`config.mk`:
```
export PLATFORM = sky130hd
export DESIGN_NAME = hsb_ctrl
export DESIGN_NICKNAME = d
export VERILOG_FILES = /design/src/hsb_pkg.sv /design/src/hsb_ctrl.sv
export SDC_FILE = /design/constraint.sdc
export NUM_CORES = 1
export LEC_CHECK = 0
export BUFFER_PORTS_ARGS = -buffer_cell sky130_fd_sc_hd__buf_2
export CAP_MARGIN = 5
export CELL_PAD_IN_SITES_DETAIL_PLACEMENT = 1
export CELL_PAD_IN_SITES_GLOBAL_PLACEMENT = 1
export CORE_MARGIN = 2
export CORE_UTILIZATION = 31
export CTS_BUF_LIST = sky130_fd_sc_hd__clkbuf_4
export DETAILED_ROUTE_END_ITERATION = 8
export PLACE_DENSITY = 0.65
export SYNTH_ARGS = -nofsm -noshare
export SYNTH_HDL_FRONTEND = slang
export SYNTH_SLANG_ARGS = --single-unit
```
`constraint.sdc`:
```
create_clock -name MCLK -period 1.5 [get_ports MCLK]
set_input_delay 0.15 -clock MCLK [delete_from_list [all_inputs] [get_ports MCLK]]
set_output_delay 0.15 -clock MCLK [all_outputs]
set_load 0.005 [all_outputs]
```
`src/hsb_pkg.sv`:
```
/*
  Package for the hot-swap bus connect controller: timing constants,
  state enumeration and the pin-group struct.
  Assumes a 20 MHz core clock; all pin levels arrive as digital samples.
*/
package hsb_pkg;

  localparam int unsigned CLK_HZ        = 20000000;
  // settling time of references and precharge after enable, in ns
  localparam int unsigned INIT_TIME_NS  = 1000;
  localparam int unsigned INIT_CYCLES   = (INIT_TIME_NS * (CLK_HZ / 1000000) + 999) / 1000;
  // bus idle time in ns (terminal count of the idle timer)
  localparam int unsigned IDLE_TIME_NS  = 50000;
  localparam int unsigned IDLE_CYCLES   = (IDLE_TIME_NS * (CLK_HZ / 1000000) + 999) / 1000;
  localparam int unsigned CNT_W         = 16;
  localparam logic [1:0]  SYNC_RST      = 2'h3;

  typedef enum logic [1:0] {
    HSB_OFF,
    HSB_INIT,
    HSB_ARMED,
    HSB_CONN
  } hsb_state_t;

  // one sample of the four bus pins
  typedef struct packed {
    logic bp_data;
    logic bp_clk;
    logic card_data;
    logic card_clk;
  } hsb_pins_t;

endpackage : hsb_pkg

```
`src/hsb_ctrl.sv`:
```
/*
  Connect controller of a hot-swap two-wire bus buffer: start-up
  sequencing, stop/idle detection, pair coupling with pull-down hold,
  accelerator enable and ready flag.
  Assumes pin levels are digital comparator outputs (falling edge seen
  below the upper threshold with adequate slew, rising edge seen above
  the accelerator threshold), asynchronous to MCLK and synchronised here.
  Open-drain pins: OE high means this block pulls the pin low.
*/
// Functional notes
// - While supply is under-voltage the sides stay apart and all four pins float.
// - Enable low forces the disconnected low-current state whatever the bus does.
// - Power-up with enable high, or enable rising, starts an initialization phase with precharge on.
// - The stop/idle detector is armed only after initialization ends.
// - Sides are joined when all pins stay high for the idle time, or all are high and a backplane STOP is seen.
// - Precharge runs from initialization until the connection is made.
// - During precharge each pin is weakly pulled toward 1 V through its own resistor.
// - Once connected, a low forced on one pin of a pair drives the other pin of that pair low.
// - A falling edge counts only below 0.7 of supply with at least 1.25 V/us slew.
// - With both pins of a pair low, the driven pin is held low only until the source pin's external driver releases.
// - A rising pin with adequate slew past 0.6 V turns the pull-down off and the accelerator on.
// - Ready stays low while disabled or not started and goes high once connected.
// - Enable low also turns off accelerators and precharge.
// - After enable returns, reconnection waits for traffic on both sides to finish.
module hsb_ctrl
  import hsb_pkg::*;
#(
  parameter int unsigned IDLE_CNT = IDLE_CYCLES
) (
  input  wire logic MCLK,
  input  wire logic SRST,
  input  wire logic UVLO_OK,
  input  wire logic ENABLE,
  input  wire logic BP_DATA_IN,
  input  wire logic BP_CLK_IN,
  input  wire logic CARD_DATA_IN,
  input  wire logic CARD_CLK_IN,
  output logic      BP_DATA_OE,
  output logic      BP_CLK_OE,
  output logic      CARD_DATA_OE,
  output logic      CARD_CLK_OE,
  output logic      PRECHARGE_EN,
  output logic      ACCEL_EN,
  output logic      READY_OE
);

  // two-stage synchronisers for all asynchronous inputs
  logic [5:0] s1_ff;
  logic [5:0] s2_ff;
  wire  [5:0] raw_in = {UVLO_OK, ENABLE, BP_DATA_IN, BP_CLK_IN, CARD_DATA_IN, CARD_CLK_IN};

  always_ff @(posedge MCLK) begin
    if (SRST) begin
      // first stage must match the second: a 1 here would leak a
      // one-cycle enable/supply-good pulse just after reset release
      s1_ff <= 6'h0f;
      s2_ff <= 6'h0f;
    end else begin
      s1_ff <= raw_in;
      s2_ff <= s1_ff;
    end
  end

  hsb_pins_t pins;
  hsb_pins_t pins_ff;
  wire pwr_ok = s2_ff[5];
  wire en     = s2_ff[4];
  assign pins = s2_ff[3:0];

  // previous sample for edge and stop detection
  always_ff @(posedge MCLK) begin
    if (SRST) begin
      pins_ff <= '1;
    end else begin
      pins_ff <= pins;
    end
  end

  function automatic logic all_high(input hsb_pins_t p);
    all_high = p.bp_data & p.bp_clk & p.card_data & p.card_clk;
  endfunction : all_high

  // stop: backplane data rises while backplane clock stays high
  wire stop_seen = pins.bp_data & ~pins_ff.bp_data & pins.bp_clk & pins_ff.bp_clk;
  wire bus_high  = all_high(pins);
  wire active    = pwr_ok & en;

  hsb_state_t state_ff;
  hsb_state_t nxt_state;
  logic [CNT_W-1:0] init_cnt_ff;
  logic [CNT_W-1:0] idle_cnt_ff;
  logic [CNT_W-1:0] nxt_init_cnt;
  logic [CNT_W-1:0] nxt_idle_cnt;

  wire init_done = (init_cnt_ff >= CNT_W'(INIT_CYCLES));
  wire idle_done = (idle_cnt_ff >= CNT_W'(IDLE_CNT));
  wire join_now  = bus_high & (idle_done | stop_seen);

  // init counter runs only in the initialization state
  assign nxt_init_cnt = (state_ff == HSB_INIT) ? init_cnt_ff + CNT_W'(1) : '0;
  // idle timer: any low pin clears it, saturates at terminal count
  assign nxt_idle_cnt = (state_ff != HSB_ARMED || !bus_high) ? '0 :
                        (idle_done ? idle_cnt_ff : idle_cnt_ff + CNT_W'(1));

  // start-up sequencer
  always_comb begin
    nxt_state = state_ff;
    case (state_ff)
      HSB_OFF:   if (active) nxt_state = HSB_INIT;
      HSB_INIT:  if (!active) nxt_state = HSB_OFF;
                 else if (init_done) nxt_state = HSB_ARMED;
      HSB_ARMED: if (!active) nxt_state = HSB_OFF;
                 else if (join_now) nxt_state = HSB_CONN;
      HSB_CONN:  if (!active) nxt_state = HSB_OFF;
      default:   nxt_state = HSB_OFF;
    endcase
  end

  always_ff @(posedge MCLK) begin
    if (SRST) begin
      state_ff    <= HSB_OFF;
      init_cnt_ff <= '0;
      idle_cnt_ff <= '0;
    end else begin
      state_ff    <= nxt_state;
      init_cnt_ff <= nxt_init_cnt;
      idle_cnt_ff <= nxt_idle_cnt;
    end
  end

  // pair coupling: which side originated a low, held until that source pin reads high
  // hold_x[0]: backplane pin is the source, card pin is driven
  // hold_x[1]: card pin is the source, backplane pin is driven
  logic [1:0] hold_d_ff;
  logic [1:0] hold_c_ff;
  logic [1:0] nxt_hold_d;
  logic [1:0] nxt_hold_c;
  // release blanking: after we let go of a driven pin it still reads low
  // through the synchroniser for a couple of samples; without a guard that
  // stale low would start a reverse hold and lock the pair low for ever
  logic [1:0] blank_d_ff;
  logic [1:0] blank_c_ff;
  logic [1:0] nxt_blank_d;
  logic [1:0] nxt_blank_c;
  wire connected = (state_ff == HSB_CONN) & active;

  // a pin we drive reads low too, so only an unheld pin can start a hold;
  // release once the source pin is seen high again (rising past threshold)
  function automatic logic [1:0] pair_hold(input logic [1:0] h, input logic bp, input logic cd,
                                           input logic on, input logic hush);
    logic [1:0] r;
    r = h;
    if (!on) begin
      r = 2'h0;
    end else begin
      if (h[0] && bp) r[0] = 1'b0;
      if (h[1] && cd) r[1] = 1'b0;
      if (h == 2'h0 && !hush && !bp) r[0] = 1'b1;
      else if (h == 2'h0 && !hush && !cd) r[1] = 1'b1;
    end
    pair_hold = r;
  endfunction : pair_hold

  assign nxt_hold_d = pair_hold(hold_d_ff, pins.bp_data, pins.card_data, connected, |blank_d_ff);
  assign nxt_hold_c = pair_hold(hold_c_ff, pins.bp_clk, pins.card_clk, connected, |blank_c_ff);
  // a release event opens a two-sample window matching the sync latency
  assign nxt_blank_d = {blank_d_ff[0], (hold_d_ff != 2'h0) && (nxt_hold_d == 2'h0)};
  assign nxt_blank_c = {blank_c_ff[0], (hold_c_ff != 2'h0) && (nxt_hold_c == 2'h0)};

  always_ff @(posedge MCLK) begin
    if (SRST) begin
      hold_d_ff  <= 2'h0;
      hold_c_ff  <= 2'h0;
      blank_d_ff <= 2'h0;
      blank_c_ff <= 2'h0;
    end else begin
      hold_d_ff  <= nxt_hold_d;
      hold_c_ff  <= nxt_hold_c;
      blank_d_ff <= nxt_blank_d;
      blank_c_ff <= nxt_blank_c;
    end
  end

  // registered pin drivers and status outputs
  wire nxt_prechg = active & ((state_ff == HSB_INIT) | (state_ff == HSB_ARMED));
  wire nxt_accel  = connected;
  wire nxt_ready  = ~connected;

  always_ff @(posedge MCLK) begin
    if (SRST) begin
      BP_DATA_OE   <= 1'b0;
      BP_CLK_OE    <= 1'b0;
      CARD_DATA_OE <= 1'b0;
      CARD_CLK_OE  <= 1'b0;
      PRECHARGE_EN <= 1'b0;
      ACCEL_EN     <= 1'b0;
      READY_OE     <= 1'b1;
    end else begin
      BP_DATA_OE   <= nxt_hold_d[1];
      CARD_DATA_OE <= nxt_hold_d[0];
      BP_CLK_OE    <= nxt_hold_c[1];
      CARD_CLK_OE  <= nxt_hold_c[0];
      PRECHARGE_EN <= nxt_prechg;
      ACCEL_EN     <= nxt_accel;
      READY_OE     <= nxt_ready;
    end
  end

endmodule : hsb_ctrl

```
Word level (Yosys, flattened, before mapping)
Index checks and enable logic that the tools add are counted.
{"block": "totals", "mem_bits_ro": 0, "input_bits": 8, "memories": 0, "latch_bits": 0, "ram_bits": 0, "reg_bits": 63, "wordCells": 96}
{"block": "classes", "shift": 0, "magnitude_cmp": 2, "bitwise_logic": 15, "eq_ne": 8, "div_mod_pow": 0, "mux": 19, "multipliers": 0, "n_reduce_logical": 32, "n_addsub": 2}
{"cell": "16-bit by 1-bit adder with 16-bit output, second input constant", "n": 2}
{"cell": "16-bit by 10-bit >= comparator with 1-bit output, second input constant", "n": 1}
{"cell": "16-bit by 5-bit >= comparator with 1-bit output, second input constant", "n": 1}
{"cell": "2-bit 2-to-1 mux", "n": 8}
{"cell": "1-bit logical AND", "n": 12}
{"cell": "1-bit bitwise AND", "n": 10}
{"cell": "2-bit logical NOT", "n": 5}
{"cell": "1-bit 2-to-1 mux", "n": 10}
{"cell": "2-bit one-hot mux with 4 select lines", "n": 1}
{"cell": "2-bit OR reduction", "n": 4}
{"cell": "1-bit logical NOT", "n": 7}
{"cell": "2-bit != test, second input constant", "n": 3}
{"cell": "3-bit != test, second input constant", "n": 2}
{"cell": "2-bit == test, second input constant", "n": 2}
{"cell": "4-bit AND reduction", "n": 1}
{"cell": "2-bit nonzero test", "n": 2}
{"cell": "1-bit NOT", "n": 3}
{"cell": "2-bit by 1-bit == test with 1-bit output, second input constant", "n": 1}
{"cell": "1-bit bitwise OR", "n": 2}
{"cell": "1-bit logical OR", "n": 1}

Logic depth before layout (Yosys ltp)
{"block": "depth", "ltp_word": 9, "mapped_depth": 7, "depth_no_buf": 7}

Worst setup path before layout
OpenSTA, ideal clock, no wires.
{"block": "synth_path", "path_kind": "register -> register", "from": "register state_ff[1]", "to": "register state_ff[1]", "setup_ps": 72, "stages_incl_launch_ff": 8, "path_slack_ps": -106, "path_buffers": 0, "arrival_ps": 1535, "cell_sequence": "dfxtp_1 inv_1 ha_1 or4b_1 nor4_2 a21oi_1 o21ai_2 mux2i_1"}
{"block": "synth_between", "elab_chain_cells": 3}
{"item": "start, declared", "line": "hsb_ctrl.sv:88", "text": "hsb_state_t state_ff;"}
{"item": "start signal, assigned", "line": "hsb_ctrl.sv:125", "text": "state_ff <= nxt_state;"}
{"item": "2-bit == test, or another cell as far along", "line": "hsb_ctrl.sv:108", "text": "case (state_ff)"}
{"item": "3-bit != test (no source line) or 2-bit != test (tied branches)"}
{"item": "4-bit AND reduction (no source line)"}
Several ways; a longest one is shown, not always the timed one.
A chain may end at the register's enable or synchronous reset.

Worst setup path in the final report
Ends and elaborated chain as after synthesis.

==> metrics.csv <==
metric;value;unit
final_max_slew_viol_count;0;
fmaxAchievable;0.587;GHz
grt_max_degree;17;
p_per_area;931;nW/um^2
p_total;2.92;mW
antenna_found_initial;0;
multi_input_area;1210;sq um
drtPass1Iterations;4;
cp_slowest_cell;or4b_4;
area_growth;33.8;%
ios;15;
grt-ovfl-total;0;
syn_avg_cell_area;9.61;sq um
route.detailed.vias_per_inst;4.66;
path_cells;inv_2 > ha_4 > or4b_4 > nor4_4 > a21oi_2 > o21ai_2 > mux2i_1;
worstMarginPinSlew;285;ps
start_kind;flip-flop;
status;finished with violations;
final_common_cell;dfxtp_1;
synth_area;2350;sq um
initial_core_util;32.2;%
finalHoldViolCount;0;
drive_above_1_share;35.2;%
synthSimpleGateAreaFrac;29.0;%
cts-root-buf;clkbuf_4;
synth_xor_area_share;6.35;%
slew_headroom;80.8;%
min_path_type;primary input to flip-flop;
finalSetupViolCount;2;
clockBufferDepth;2;
async_flop_share;0;%
crit_buf_inv;1;
final_cells;414;
die_w;91.0;microns
die_h;91.0;microns
core;7290;sq um
peakVddDrop;0.596;mV
cts_tree;built;
seq_area;1190;sq um
layout_setup_ws;-205;ps
port-buffer-count;14;
ys_seq_area_share;50.3;%
fin_nets;327;
syn_nets;261;
layout.cells.most_common_list;54 x dfxtp_1, 39 x buf_4, 31 x nor2_1;
rsz0062_at_grt;true;
period_minus_slack;1700;ps
dp_hpwl;3510;microns
syn-instance-count;244;
synth.area.mux_share;0.427;%
fin_crit_sh;114;%
grt_util_met1;17.1;%
grt_busiest_layer;met2;
synth_flop_cell;dfxtp_1;
fin_skew;18.1;ps
dieArea;8280;sq um
p_leak;1.23;nW
antenna_cells;0;
violations;negative setup slack;
worst_skew_pair.late_latency;420;ps
crit_fanout;2;
cpPeakStageDelay;480;ps
ys_seq_elements;59;
grt_pass1_wl;8870;microns
clock-sinks;59;
synth_edf_count;0;
drv_cap;0;
ys_types;40;
grt_usage;13.7;%
yosysWarnings;0;
drtIter0Drc;66;
avgRoutedWirePerCell;12.5;microns
grt_use_met3;3.24;%
synth_top_family_by_area;simple AND/OR/NAND/NOR gates;
grt_pass1_vias;1918;
clk_pin_slew;120;ps
cp.arrival;2030;ps
placedCellCount;384;
routed_wl;5190;microns
htree_levels;3;
rows;31;
post-route-drc-count;0;
crit_type;flip-flop to flip-flop;
numCtsBuffers;9;
worst_ep_required_time;1830;ps
gp_congestion;0.765;
num_vias;1930;
drt.antenna.violating_nets;0;
worstSetupEndpointType;flip-flop;
synth-compound-area-share;6.72;%
grt.met2_usage;21.3;%
synth_fa_ha_area_share;4.80;%
fillCellCount;876;
crit_family;simple AND/OR/NAND/NOR gates;
-- per-stage QoR --
stage          instance area (sq um)  setup WS [ps]  setup TNS [ps]  hold slack, ps  utilization (%)
2_1_floorplan                   2360          -65.3           -89.2             254                -
3_3_place_gp                    2790          -99.9            -180             332             38.2
4_1_cts                         3060           -156            -242            62.8             41.9
5_1_grt                         3140           -275            -523            77.9             43.1
6_report                        3140           -205            -328            77.7             43.1
3_5_place_dp                    2790           -160            -355             337             38.2
-- repair_timing --
action / CTS / global route
setup buffers: 3 / 4
endpoints found under the hold margin: 6 / 0
pin swaps: 5 / 5
gates resized for setup: 10 / 14
endpoints found under the setup margin: 17 / 20
hold buffers: 6 / 0
cloned: 1 / 0
-- path summary, 6_finish.rpt --
kind / to / from / depth (start not counted) / slack (ps)
worst min-delay path: blank_d_ff[1]$_SDFF_PP0_ / SRST / 2 / 80
worst max register to register: state_ff[1]$_SDFFE_PP0P_ / state_ff[1]$_SDFFE_PP0P_ / 7 / -200
worst max-delay path: state_ff[1]$_SDFFE_PP0P_ / state_ff[1]$_SDFFE_PP0P_ / 7 / -200
worst min register to register: s2_ff[0]$_SDFF_PP1_ / s1_ff[0]$_SDFF_PP1_ / 1 / 430
-- flip-flops by register name, indices dropped and copies added (netlist names) --
| signal | flops |
|---|---|
| ACCEL_EN | 1 |
| PRECHARGE_EN | 1 |
| READY_OE | 1 |
| blank_c_ff | 2 |
| blank_d_ff | 2 |
| hold_c_ff | 2 |
| hold_d_ff | 2 |
| idle_cnt_ff | 16 |
| init_cnt_ff | 16 |
| pins_ff | 2 |
| s1_ff | 6 |
| s2_ff | 6 |
| state_ff | 2 |
-- layer usage --
layer	vias up	wire length (microns)
li1	976	-
met5	-	0
met3	11	128
met4	0	144
met1	919	2440
met2	24	2480
-- logic make-up after synthesis --
kind of cell	count (synthesis)
AO/OA/AOI/OAI	25
XOR/XNOR	17
adder cells (fa/ha/maj)	9
buffers and inverters	15
flip-flops	59
multiplexers	1
AND/OR/NAND/NOR	118
-- cell type report --
| cell class | count | share of cell area (%) |
|---|---|---|
| sequential | 59 | 37.8 |
| clock inverter | 7 | 2.35 |
| multi-input combinational | 171 | 38.6 |
| tap | 99 | 3.95 |
| inverter | 8 | 0.957 |
| timing repair buffer | 61 | 14.2 |
| clock buffer | 9 | 2.15 |
-- power by group --
| part | leakage [nW] | internal [mW] | switching [mW] |
|---|---|---|---|
| Combinational | 0.673 | 0.0804 | 0.0708 |
| Sequential | 0.481 | 1.59 | 0.0118 |
| Clock | 0.0787 | 0.519 | 0.651 |
| Total | 1.23 | 2.19 | 0.733 |
-- Yosys cell counts (2+ instances only) --
cell / instances / area share, %
nand2_1: 9 / 1.4
nor4b_1: 2 / 0.75
or2_2: 11 / 2.9
inv_1: 8 / 1.3
and3_1: 3 / 0.80
a2111oi_0: 2 / 0.75
nor2_1: 31 / 5.0
xor2_1: 11 / 4.1
nand4_1: 11 / 2.9
a21oi_1: 10 / 2.1
nand2b_1: 3 / 0.80
xnor2_1: 6 / 2.2
nor2b_1: 6 / 1.6
nor3_1: 8 / 1.7
o21ai_0: 8 / 1.7
and2_1: 8 / 2.1
ha_1: 9 / 4.8
nor4_1: 3 / 0.80
nand3_1: 6 / 1.3
nor3b_1: 2 / 0.64
or3_1: 4 / 1.1
dfxtp_1: 59 / 50
clkbuf_1: 7 / 1.1
No activity file was read; power rests on OpenSTA's default activity.
